File: config.mk
export PLATFORM = sky130hd
export DESIGN_NAME = obtl_loader
export DESIGN_NICKNAME = d
export VERILOG_FILES = /design/src/pkg/obtl_pkg.sv /design/src/pkg/obtl_load_if.sv /design/src/design/obtl_flash_fetch.sv /design/src/design/obtl_loader.sv /design/src/design/obtl_trim_store.sv
export SDC_FILE = /design/constraint.sdc
export NUM_CORES = 1
export LEC_CHECK = 0
export BUFFER_PORTS_ARGS = -buffer_cell sky130_fd_sc_hd__buf_2
export CAP_MARGIN = 5
export CORE_MARGIN = 8
export CORE_UTILIZATION = 50
export CTS_CLUSTER_SIZE = 12
export DETAILED_ROUTE_END_ITERATION = 12
export PLACE_DENSITY_LB_ADDON = 0.1
export SKIP_LAST_GASP = 1
export SYNTH_ARGS = -nofsm -noshare
export SYNTH_HDL_FRONTEND = slang
export SYNTH_SLANG_ARGS = --single-unit
File: constraint.sdc
create_clock -name clk_sys -period 8.35 [get_ports clk_sys]
set_input_delay 0.835 -clock clk_sys [delete_from_list [all_inputs] [get_ports clk_sys]]
set_output_delay 0.835 -clock clk_sys [all_outputs]
set_load 0.005 [all_outputs]
File: src/pkg/obtl_pkg.sv
// Shared constants and types of the option bit and trim loader.
// Assumes one 10 MHz system clock and an APB register slave with 32-bit data.
package obtl_pkg;
	localparam logic [11:0] LOAD_STAT_IDX  = 12'hff5;
	localparam logic [11:0] TRIM_ADDR_IDX  = 12'hff6;
	localparam logic [11:0] TRIM_DATA_IDX  = 12'hff7;
	localparam logic [15:0] OPT_ADDR0      = 16'h0000;
	localparam logic [15:0] OPT_ADDR1      = 16'h0001;
	localparam logic [15:0] TRIM_INFO_BASE = 16'h0020;
	localparam int          TRIM_COUNT     = 32;
	localparam int          TRIM_IDX_W     = 5;
	localparam logic [5:0]  OPT_SLOTS      = 6'h02;
	localparam logic [5:0]  LAST_SLOT      = 6'h21;
	localparam logic [7:0]  OPT_ERASED     = 8'hff;
	localparam logic [7:0]  TRIM_RESET     = 8'h00;
	localparam int          WDT_ACTION_BIT = 7;
	localparam int          STAT_DONE_BIT  = 0;
	localparam int          STAT_BUSY_BIT  = 1;

	typedef enum logic [1:0] {
		MAIN_LOAD = 2'b01,
		MAIN_RUN  = 2'b10
	} obtl_main_t;

	typedef enum logic [2:0] {
		FETCH_IDLE = 3'b001,
		FETCH_REQ  = 3'b010,
		FETCH_WAIT = 3'b100
	} obtl_fetch_t;

	// Byte address of a register is four times its index
	function automatic logic obtl_reg_hit(input logic [15:0] addr, input logic [11:0] idx);
		return addr == {2'h0, idx, 2'h0};
	endfunction : obtl_reg_hit

	// Flash location of a fetch slot: two option bytes, then the trim window
	function automatic logic [15:0] obtl_slot_addr(input logic [5:0] slot);
		if (slot < OPT_SLOTS)
			return OPT_ADDR0 + {10'h000, slot};
		return TRIM_INFO_BASE + {10'h000, slot - OPT_SLOTS};
	endfunction : obtl_slot_addr
endpackage : obtl_pkg

File: src/pkg/obtl_load_if.sv
// Carries fetched bytes from the flash fetch sequencer to the loader core.
// Assumes both ends run on clk_sys.
`timescale 1ns/1ps
`default_nettype none
interface obtl_load_if;
	logic       start;
	logic       busy;
	logic       byte_valid;
	logic [5:0] slot;
	logic [7:0] data;
	modport ctrl  (output start, input busy, input byte_valid, input slot, input data);
	modport fetch (input start, output busy, output byte_valid, output slot, output data);
endinterface : obtl_load_if
`default_nettype wire

File: src/design/obtl_flash_fetch.sv
// Read-only sequencer fetching option bytes and trim bytes from flash.
// Assumes the flash holds flash_rdata valid while flash_ack is high.
`timescale 1ns/1ps
`default_nettype none
module obtl_flash_fetch (
	input  wire logic        clk_sys,
	input  wire logic        rst,
	obtl_load_if.fetch       lif,
	output logic             flash_rd,
	output logic             flash_info,
	output logic [15:0]      flash_addr,
	input  wire logic        flash_ack,
	input  wire logic [7:0]  flash_rdata
);
	obtl_pkg::obtl_fetch_t state;
	obtl_pkg::obtl_fetch_t next_state;
	logic [5:0]            slot;
	logic                  last;

	// No write or erase strobe exists here, so flash content is never disturbed
	assign flash_rd   = state == obtl_pkg::FETCH_REQ; // RULE_12
	assign flash_info = slot >= obtl_pkg::OPT_SLOTS; // RULE_06
	assign flash_addr = obtl_pkg::obtl_slot_addr(slot); // RULE_13 RULE_11
	assign last       = slot == obtl_pkg::LAST_SLOT;
	assign lif.busy   = state != obtl_pkg::FETCH_IDLE;

	always_comb begin
		next_state = state;
		case (state)
			obtl_pkg::FETCH_IDLE: if (lif.start) next_state = obtl_pkg::FETCH_REQ;
			obtl_pkg::FETCH_REQ:  if (flash_ack) next_state = last ? obtl_pkg::FETCH_IDLE : obtl_pkg::FETCH_WAIT;
			obtl_pkg::FETCH_WAIT: next_state = obtl_pkg::FETCH_REQ;
			default:              next_state = obtl_pkg::FETCH_IDLE;
		endcase
		// A restart abandons any sequence in flight
		if (lif.start)
			next_state = obtl_pkg::FETCH_REQ;
	end

	always_ff @(posedge clk_sys) begin
		if (rst) begin
			state          <= obtl_pkg::FETCH_IDLE;
			slot           <= 6'h00;
			lif.byte_valid <= 1'b0;
			lif.slot       <= 6'h00;
			lif.data       <= 8'h00;
		end else begin
			state          <= next_state;
			lif.byte_valid <= flash_rd && flash_ack && !lif.start;
			if (flash_rd && flash_ack) begin
				lif.slot <= slot;
				lif.data <= flash_rdata;
			end
			if (lif.start)
				slot <= 6'h00;
			else if (flash_rd && flash_ack && !last)
				slot <= slot + 6'h01;
		end
	end
endmodule : obtl_flash_fetch
`default_nettype wire

File: src/design/obtl_loader.sv
// Top of the option bit and trim loader: reset-time load, CPU hold, APB trim access.
// Assumes rst covers system and power-on reset; stop_recovery is a clk_sys pulse.
//
// Added by the designer: register access over APB.
`timescale 1ns/1ps
`default_nettype none
// Overview of operation
// RULE_01 - Every reset event reloads option bytes
// RULE_02 - Load finishes before CPU leaves reset
// RULE_03 - Option holding registers invisible to software
// RULE_04 - Flash changes apply only after reset
// RULE_05 - User options from first two bytes
// RULE_06 - Trim values from information page
// RULE_07 - Software trim edits lost on reset
// RULE_08 - Software writes trim index 00H-1FH first
// RULE_09 - Data write replaces selected trim byte
// RULE_10 - Data read returns selected trim byte
// RULE_11 - Only information locations 20-3F reachable
// RULE_12 - Serial bytes survive mass erase
// RULE_13 - Options read at 0000H and 0001H
// RULE_14 - Bit 7 picks watchdog interrupt or reset
// RULE_15 - During load hold CPU, ignore trim accesses
module obtl_loader (
	input  wire logic         clk_sys,
	input  wire logic         rst,
	input  wire logic         stop_recovery,
	input  wire logic         psel,
	input  wire logic         penable,
	input  wire logic         pwrite,
	input  wire logic [15:0]  paddr,
	input  wire logic [31:0]  pwdata,
	output logic      [31:0]  prdata,
	output logic              pready,
	output logic              pslverr,
	output logic              flash_rd,
	output logic              flash_info,
	output logic      [15:0]  flash_addr,
	input  wire logic         flash_ack,
	input  wire logic [7:0]   flash_rdata,
	output logic              cpu_reset_hold,
	output logic      [7:0]   option_byte0,
	output logic      [7:0]   option_byte1,
	output logic              watchdog_timeout_action,
	output logic      [255:0] trim_values
);
	obtl_load_if lif ();

	obtl_pkg::obtl_main_t state;
	obtl_pkg::obtl_main_t next_state;
	logic                 kick;
	logic [obtl_pkg::TRIM_IDX_W-1:0] trim_index;
	logic                 running;
	logic                 load_trim;
	logic                 load_last;
	logic                 setup;
	logic                 access;
	logic                 hit_stat;
	logic                 hit_addr;
	logic                 hit_data;
	logic                 mapped;
	logic                 sw_wr_index;
	logic                 sw_wr_data;
	logic                 store_wr;
	logic [obtl_pkg::TRIM_IDX_W-1:0] store_idx;
	logic [7:0]           store_data;
	logic [5:0]           trim_slot;
	logic [7:0]           trim_rd;
	logic [31:0]          next_prdata;

	obtl_flash_fetch u_fetch (
		.clk_sys     (clk_sys),
		.rst         (rst),
		.lif         (lif.fetch),
		.flash_rd    (flash_rd),
		.flash_info  (flash_info),
		.flash_addr  (flash_addr),
		.flash_ack   (flash_ack),
		.flash_rdata (flash_rdata)
	);

	obtl_trim_store u_trim (
		.clk_sys    (clk_sys),
		.rst        (rst),
		.wr_en      (store_wr),
		.wr_idx     (store_idx),
		.wr_data    (store_data),
		.rd_idx     (trim_index),
		.rd_data    (trim_rd),
		.all_values (trim_values)
	);

	// Load sequencing
	assign lif.start = kick; // RULE_01
	assign running   = state == obtl_pkg::MAIN_RUN;
	assign load_trim = lif.byte_valid && lif.slot >= obtl_pkg::OPT_SLOTS; // RULE_06
	assign load_last = lif.byte_valid && lif.slot == obtl_pkg::LAST_SLOT;

	always_comb begin
		next_state = state;
		case (state)
			obtl_pkg::MAIN_LOAD: if (load_last && !kick) next_state = obtl_pkg::MAIN_RUN; // RULE_02
			obtl_pkg::MAIN_RUN:  if (kick) next_state = obtl_pkg::MAIN_LOAD;
			default:             next_state = obtl_pkg::MAIN_LOAD;
		endcase
	end

	always_ff @(posedge clk_sys) begin
		if (rst) begin
			state          <= obtl_pkg::MAIN_LOAD;
			kick           <= 1'b1; // RULE_01
			cpu_reset_hold <= 1'b1; // RULE_02
		end else begin
			state          <= next_state;
			kick           <= stop_recovery; // RULE_01
			cpu_reset_hold <= next_state != obtl_pkg::MAIN_RUN; // RULE_02 RULE_15
		end
	end

	// Option holding registers: no bus path reaches them, and they change only
	// while a load runs, so flash edits wait for the next reset
	always_ff @(posedge clk_sys) begin
		if (rst) begin
			option_byte0 <= obtl_pkg::OPT_ERASED; // RULE_14
			option_byte1 <= obtl_pkg::OPT_ERASED;
		end else if (lif.byte_valid && !running) begin // RULE_04 RULE_03
			if (lif.slot == 6'h00)
				option_byte0 <= lif.data; // RULE_05 RULE_13
			if (lif.slot == 6'h01)
				option_byte1 <= lif.data; // RULE_05 RULE_13
		end
	end

	assign watchdog_timeout_action = option_byte0[obtl_pkg::WDT_ACTION_BIT]; // RULE_14

	// APB decode; zero wait states, read data captured in the setup cycle
	assign setup    = psel && !penable;
	assign access   = psel && penable;
	assign hit_stat = obtl_pkg::obtl_reg_hit(paddr, obtl_pkg::LOAD_STAT_IDX);
	assign hit_addr = obtl_pkg::obtl_reg_hit(paddr, obtl_pkg::TRIM_ADDR_IDX);
	assign hit_data = obtl_pkg::obtl_reg_hit(paddr, obtl_pkg::TRIM_DATA_IDX);
	assign mapped   = hit_stat || hit_addr || hit_data; // RULE_03
	assign pready   = 1'b1;
	assign pslverr  = access && !mapped;

	// Trim accesses during a load are dropped silently
	assign sw_wr_index = access && pwrite && hit_addr && running; // RULE_15
	assign sw_wr_data  = access && pwrite && hit_data && running; // RULE_09 RULE_15

	// Loader owns the store while loading, software only afterwards
	assign store_wr   = load_trim || sw_wr_data;
	assign trim_slot  = lif.slot - obtl_pkg::OPT_SLOTS;
	assign store_idx  = load_trim ? trim_slot[obtl_pkg::TRIM_IDX_W-1:0] : trim_index; // RULE_09
	assign store_data = load_trim ? lif.data : pwdata[7:0]; // RULE_09

	always_ff @(posedge clk_sys) begin
		if (rst)
			trim_index <= 5'h00;
		else if (sw_wr_index)
			// Five bits only, so nothing outside the trim window is reachable
			trim_index <= pwdata[obtl_pkg::TRIM_IDX_W-1:0]; // RULE_08 RULE_11
	end

	always_comb begin
		next_prdata = 32'h0000_0000;
		if (hit_stat) begin
			next_prdata[obtl_pkg::STAT_DONE_BIT] = running;
			next_prdata[obtl_pkg::STAT_BUSY_BIT] = lif.busy;
		end
		if (hit_addr && running)
			next_prdata[obtl_pkg::TRIM_IDX_W-1:0] = trim_index; // RULE_15
		if (hit_data && running)
			next_prdata[7:0] = trim_rd; // RULE_10 RULE_15
	end

	always_ff @(posedge clk_sys) begin
		if (rst)
			prdata <= 32'h0000_0000;
		else if (setup)
			prdata <= pwrite ? 32'h0000_0000 : next_prdata; // RULE_10
	end
endmodule : obtl_loader
`default_nettype wire

File: src/design/obtl_trim_store.sv
// Working copies of the 32 trim bytes, one write and one read port.
// Assumes the writer arbitrates between loader and software.
`timescale 1ns/1ps
`default_nettype none
module obtl_trim_store (
	input  wire logic                            clk_sys,
	input  wire logic                            rst,
	input  wire logic                            wr_en,
	input  wire logic [obtl_pkg::TRIM_IDX_W-1:0] wr_idx,
	input  wire logic [7:0]                      wr_data,
	input  wire logic [obtl_pkg::TRIM_IDX_W-1:0] rd_idx,
	output logic      [7:0]                      rd_data,
	output logic      [8*obtl_pkg::TRIM_COUNT-1:0] all_values
);
	logic [7:0] mem [obtl_pkg::TRIM_COUNT];

	assign rd_data = mem[rd_idx];

	always_ff @(posedge clk_sys) begin
		if (rst) begin
			// Old software edits vanish; the reload restores factory values
			for (int i = 0; i < obtl_pkg::TRIM_COUNT; i++) begin
				mem[i] <= obtl_pkg::TRIM_RESET; // RULE_07
			end
		end else if (wr_en) begin
			mem[wr_idx] <= wr_data;
		end
	end

	always_comb begin
		for (int i = 0; i < obtl_pkg::TRIM_COUNT; i++) begin
			all_values[8*i +: 8] = mem[i];
		end
	end
endmodule : obtl_trim_store
`default_nettype wire

Word level (Yosys, flattened, before mapping)
Memory sizes are Yosys's and may differ from the RTL's. A register that Yosys moved wholly into a read port is not among the register bits.
Index checks and enable logic that the tools add are counted.
{"block": "classes", "bitwise_logic": 1, "addsub": 4, "n_eq_ne": 16, "muxes": 26, "reduce_logical": 32, "magnitude_cmp": 3}
{"operator": "== test 16 x 14 -> 1 bit, second input constant", "n": 3}
{"operator": "2-to-1 mux 16 bit", "n": 2}
{"operator": "2-to-1 mux 8 bit", "n": 4}
{"operator": "2-to-1 mux 5 bit", "n": 5}
{"operator": "logical AND 1 bit", "n": 17}
{"operator": "== test 6 bit, second input constant", "n": 2}
{"operator": "greater-or-equal comparator 6 x 2 -> 1 bit, second input constant", "n": 2}
{"operator": "one-hot mux 3 bit (3 select lines)", "n": 1}
{"operator": "2-to-1 mux 2 bit", "n": 4}
{"operator": "AND reduction 2 bit", "n": 4}
{"operator": "OR reduction 8 bit", "n": 1}
{"operator": "adder 6 x 6 -> 7 bit, first input constant", "n": 1}
{"operator": "2-to-1 mux 1 bit", "n": 7}
{"operator": "adder 6 x 1 -> 6 bit, second input constant", "n": 1}
{"operator": "== test 6 x 1 -> 1 bit, second input constant", "n": 1}
{"operator": "logical NOT 6 bit", "n": 1}
{"operator": "< comparator 6 x 2 -> 1 bit, second input constant", "n": 1}
{"operator": "2-to-1 mux 3 bit", "n": 2}
{"operator": "inequality test 2 bit, second input constant", "n": 3}
{"operator": "subtractor 6 x 2 -> 6 bit, second input constant", "n": 1}
{"operator": "logical NOT 1 bit", "n": 5}
{"operator": "subtractor 5 x 2 -> 5 bit, second input constant", "n": 1}
{"operator": "one-hot mux 2 bit (2 select lines)", "n": 1}
{"operator": "== test 3 x 1 -> 1 bit, second input constant", "n": 1}
{"operator": "other kinds (9)", "n": 11}
{"block": "word_totals", "in_bits": 63, "mem_count": 1, "wordCells": 96, "ram_bits": 256, "output_inout_bits": 326, "reg_bits": 81}
{"memory": "u_trim.mem", "words": 32, "width": 8, "rd": 33, "rd_ports_with_merged_regs": 1, "write_ports": 32, "line_no": "obtl_trim_store.sv:15", "text": "logic [7:0] mem [obtl_pkg::TRIM_COUNT];"}

Depth between registers and ports, before layout
{"block": "logic_depth", "depth_word": 10, "ltp_mapped": 9}

Cells and area by module
A second synthesis with hierarchy kept.
{"block": "unflattened", "cells_unflattened": 1087, "area_unflattened_um2": 14884.3}
{"module": "obtl_trim_store", "seq_area_each_um2": 7687.4, "area_each_um2": 11817.6, "cells_each": 725, "n_inst": 1}
{"module": "obtl_loader", "seq_area_each_um2": 660.6, "area_each_um2": 1913.1, "cells_each": 217, "n_inst": 1}
{"module": "obtl_flash_fetch", "seq_area_each_um2": 480.5, "area_each_um2": 1153.6, "cells_each": 145, "n_inst": 1}

Worst setup path before layout
No wires, ideal clock.
{"block": "synth_timing", "path_kind": "in2reg", "startpoint": "input port paddr[1]", "endpoint": "memory u_trim.mem[14][0] (enable)", "stages": 7, "required_ps": 7975, "arrival_ps": 3383, "n_path_buf": 2, "path_slack_ps": 4592, "path_cell_list": "or4b_1 or4_1 buf_2 o32ai_4 nand3_4 buf_2 o21bai_1"}
{"element": "start: declaration", "line_no": "obtl_loader.sv:30", "text": "input wire logic [15:0] paddr,"}
{"element": "end: declaration", "line_no": "obtl_trim_store.sv:15"}

==> flow_summary.json <==
{
  "path_cells": "or3_1 > o21ai_4 > mux2i_1 > nand3_4 > buf_4 > o21bai_1",
  "rsz0062_at_grt": "false",
  "finalHoldViolCount": 0,
  "vias": 11200,
  "min_from": "prdata[6]$_SDFFE_PP0P_",
  "initial_core_util_pct": 50.4,
  "numPortBuffers": 330,
  "maxSlewViolCount": 0,
  "cts_resized": 0,
  "drc_errors": 0,
  "gp_congestion": 0.847,
  "min_to": "prdata[6]$_SDFFE_PP0P_",
  "final_cell_mix": "buf_2, edfxtp_1, nor3_2",
  "powerDensity_nw_per_um2": 182,
  "cts_buffers": 36,
  "nets": 1534,
  "first_global_vias": 11300,
  "postRouteAntennaNets": 0,
  "finalSetupViolCount": 0,
  "final_common_cell": "buf_2",
  "clock-sinks": 318,
  "wl_per_cell_um": 26.2,
  "combPwrFrac_pct": 6.2,
  "clk-insertion-delay-late_ns": 0.50,
  "worst_pin_slew_ns": 1.18,
  "tritoncts": "yes",
  "worst_slack_ns": 3.53,
  "cts_hold_buf": 0,
  "syn2layout_area_growth_pct": 17.1,
  "holdPathStages": 2,
  "grt_usage_pct": 25.4,
  "power.share.switching_pct": 22.9,
  "synth_area_leader_cell": "edfxtp_1",
  "io-pin-count": 389,
  "cp_max_fo": 38,
  "grt_pass1_wl_um": 74100,
  "crit_path_end_kind": "register",
  "cts_root_buf": "clkbuf_16",
  "clkPwrFrac_pct": 42.0,
  "ys_ff_latch": 318,
  "p_total_mw": 3.48,
  "worstPathArrival_ns": 4.93,
  "rows": 66,
  "fp.coreArea_um2": 32400,
  "cts-htree-levels": 2,
  "synth_top_cell_area_share_pct": 47.1,
  "max_stage_delay_ns": 0.90,
  "power_frac_seq_pct": 51.8,
  "grt_max_degree": 79,
  "yosysUniqueCellTypes": 62,
  "dpl.hpwl_um": 35700,
  "die_h_um": 197,
  "clockBufferDepth": 3,
  "drv_cap": 0,
  "hold_path.class": "reg -> reg",
  "p_int_mw": 2.69,
  "drt-total-wl_um": 50500,
  "dr.pass1.iters": 5,
  "viasPerCell": 5.81,
  "synthCells": 1197,
  "p_leak_nw": 6.35,
  "cts_setup_buffers": 0,
  "max_freq_mhz": 207,
  "drive_gt1_share_pct": 50.1,
  "ys.flop_type": "edfxtp_1",
  "placedCellCount": 1867,
  "ys_warn_count": 0,
  "stdcell_count": 1929,
  "antenna_found_initial": 0,
  "min_period_over_period_pct": 57.7,
  "slew_headroom_pct": 21.2,
  "worstPathRequired_ns": 8.46,
  "ir_worst_vdd_uv": 138,
  "r2r_cells": 6,
  "critPathKind": "reg -> reg",
  "pre_cts_ws_ns": 3.01,
  "synth_edf_count": 256,
  "synth_area_per_cell_um2": 13.6,
  "r2r-end": "u_trim.mem[25][4]$_SDFFCE_PN0P_",
  "clkTransAtPathRegs_ns": 0.06,
  "crit_slowest_cell": "o21ai_4",
  "rr_startpoint": "u_fetch.lif.slot[1]$_SDFFE_PP0P_",
  "worst-path-buf-inv": 1,
  "setup_tns_ns": 0,
  "status": "finished, final reports clean",
  "finalCriticalPeriod_ns": 4.82,
  "die_width_um": 197,
  "ys_seq_area_share_pct": 54.7,
  "grt_overflow_total": 0,
  "reg2reg_slack_ns": 3.53,
  "synth.area.top_cells": "edfxtp_1, nor3_2, mux4_2",
  "p_switching_uw": 797,
  "antenna_cells": 0,
  "skew_ns": 0.0185,
  "critical-path-top-delay-family": "compound AO/OA/AOI/OAI gates",
  "synthesis.area_um2": 16300,
  "first_iter_violations": 827,
  "async_flop_share_pct": 0,
  "cp-start-kind": "register",
  "dieArea_um2": 38700
}
[layout make-up]
cell class / instances / area [um2]
Clock buffer: 45 / 966
Multi-Input combinational cell: 731 / 6650
Fill cell: 2670 / 13300
Inverter: 23 / 86.3
Sequential cell: 318 / 8930
Timing Repair Buffer: 353 / 1820
Clock inverter: 17 / 101
Tap cell: 442 / 553
[power by group through the flow]
stage,combinational [mW],clock (mW),sequential [mW]
global route,0.234,1.54,1.81
global placement,0.216,0,1.84
floorplan,0.110,0,1.83
CTS,0.219,1.48,1.80
detailed placement,0.218,0,1.84
finish,0.217,1.46,1.80
[sequential cells by signal (all words and copies together), names as in the netlist, 2 cells and up, named ones only]
| register | count |
|---|---|
| option_byte0 | 8 |
| trim_index | 5 |
| u_fetch.state | 3 |
| option_byte1 | 8 |
| u_fetch.lif.data | 8 |
| prdata | 8 |
| state | 2 |
| u_trim.mem | 256 |
| u_fetch.slot | 6 |
| u_fetch.lif.slot | 6 |
[metrics by stage]
stage	utilization (%)	cell area, um2	hold WS, ns
5_1_grt	59.0	19100	0.470
4_1_cts	59.0	19100	0.455
2_1_floorplan	-	16400	0.432
3_5_place_dp	55.8	18000	0.447
6_report	59.0	19100	0.444
3_3_place_gp	55.8	18000	0.433
[layer usage]
metal | wire [um] | up-vias | track usage (%) | part of all wire, %
met3 | 4860 | 75 | 6.86 | 9.6
met5 | 0 | - | 0 | 0
li1 | - | 4991 | - | -
met1 | 20200 | 5653 | 33.1 | 40
met2 | 24100 | 496 | 41.1 | 48
met4 | 1400 | 0 | 7.89 | 2.8
[cell usage after synthesis (5+ instances only)]
master      n
inv_1      23
a21oi_1    33
nor2b_1    16
or3_1       5
o21ai_0    11
buf_4      37
ha_1        8
mux4_2     60
nand3b_1    5
buf_6      24
nand2b_1    6
clkbuf_1   65
nor3_1     16
nand2_1    59
o221ai_1    5
a211o_1    17
dfxtp_1    62
nor3_2    248
xnor2_1     5
o21bai_1   33
buf_2      12
a211oi_1   10
mux2i_1    27
buf_1      19
edfxtp_1  256
nand3_1    12
nor2_1     48
[worst max-delay path by stage]
stage	start	to	slack, ns	depth (start not counted)
CTS	u_fetch.lif.slot[1]$_SDFFE_PP0P_	u_trim.mem[1][5]$_SDFFCE_PN0P_	3.48	6
global route	u_fetch.lif.slot[1]$_SDFFE_PP0P_	u_trim.mem[25][4]$_SDFFCE_PN0P_	3.22	6
global placement	paddr[1]	u_trim.mem[1][6]$_SDFFCE_PN0P_	3.06	7
floorplan	paddr[1]	u_trim.mem[14][0]$_SDFFCE_PN0P_	4.59	7
detailed placement	paddr[1]	u_trim.mem[1][5]$_SDFFCE_PN0P_	3.01	7
finish	u_fetch.lif.slot[1]$_SDFFE_PP0P_	u_trim.mem[25][4]$_SDFFCE_PN0P_	3.53	6
[worst register-to-register path, stage by stage (launching register included)]
cell and delay (ns):
dfxtp_1 0.34, or3_1 0.49, o21ai_4 0.90, mux2i_1 0.54
nand3_4 0.67, buf_4 0.60, o21bai_1 0.89
[kinds of logic after synthesis]
logic type               Yosys count  synth area share, %
adder cells (fa/ha/maj)            8                0.613
buffers and inverters            180                 6.18
flip-flops                       318                 54.7
AO/OA/AOI/OAI                    145                 6.39
XOR/XNOR                           8                0.429
AND/OR/NAND/NOR                  445                 21.5
other                              2               0.0460
multiplexers                      91                 10.2
Power figures use the tool's default switching activity.
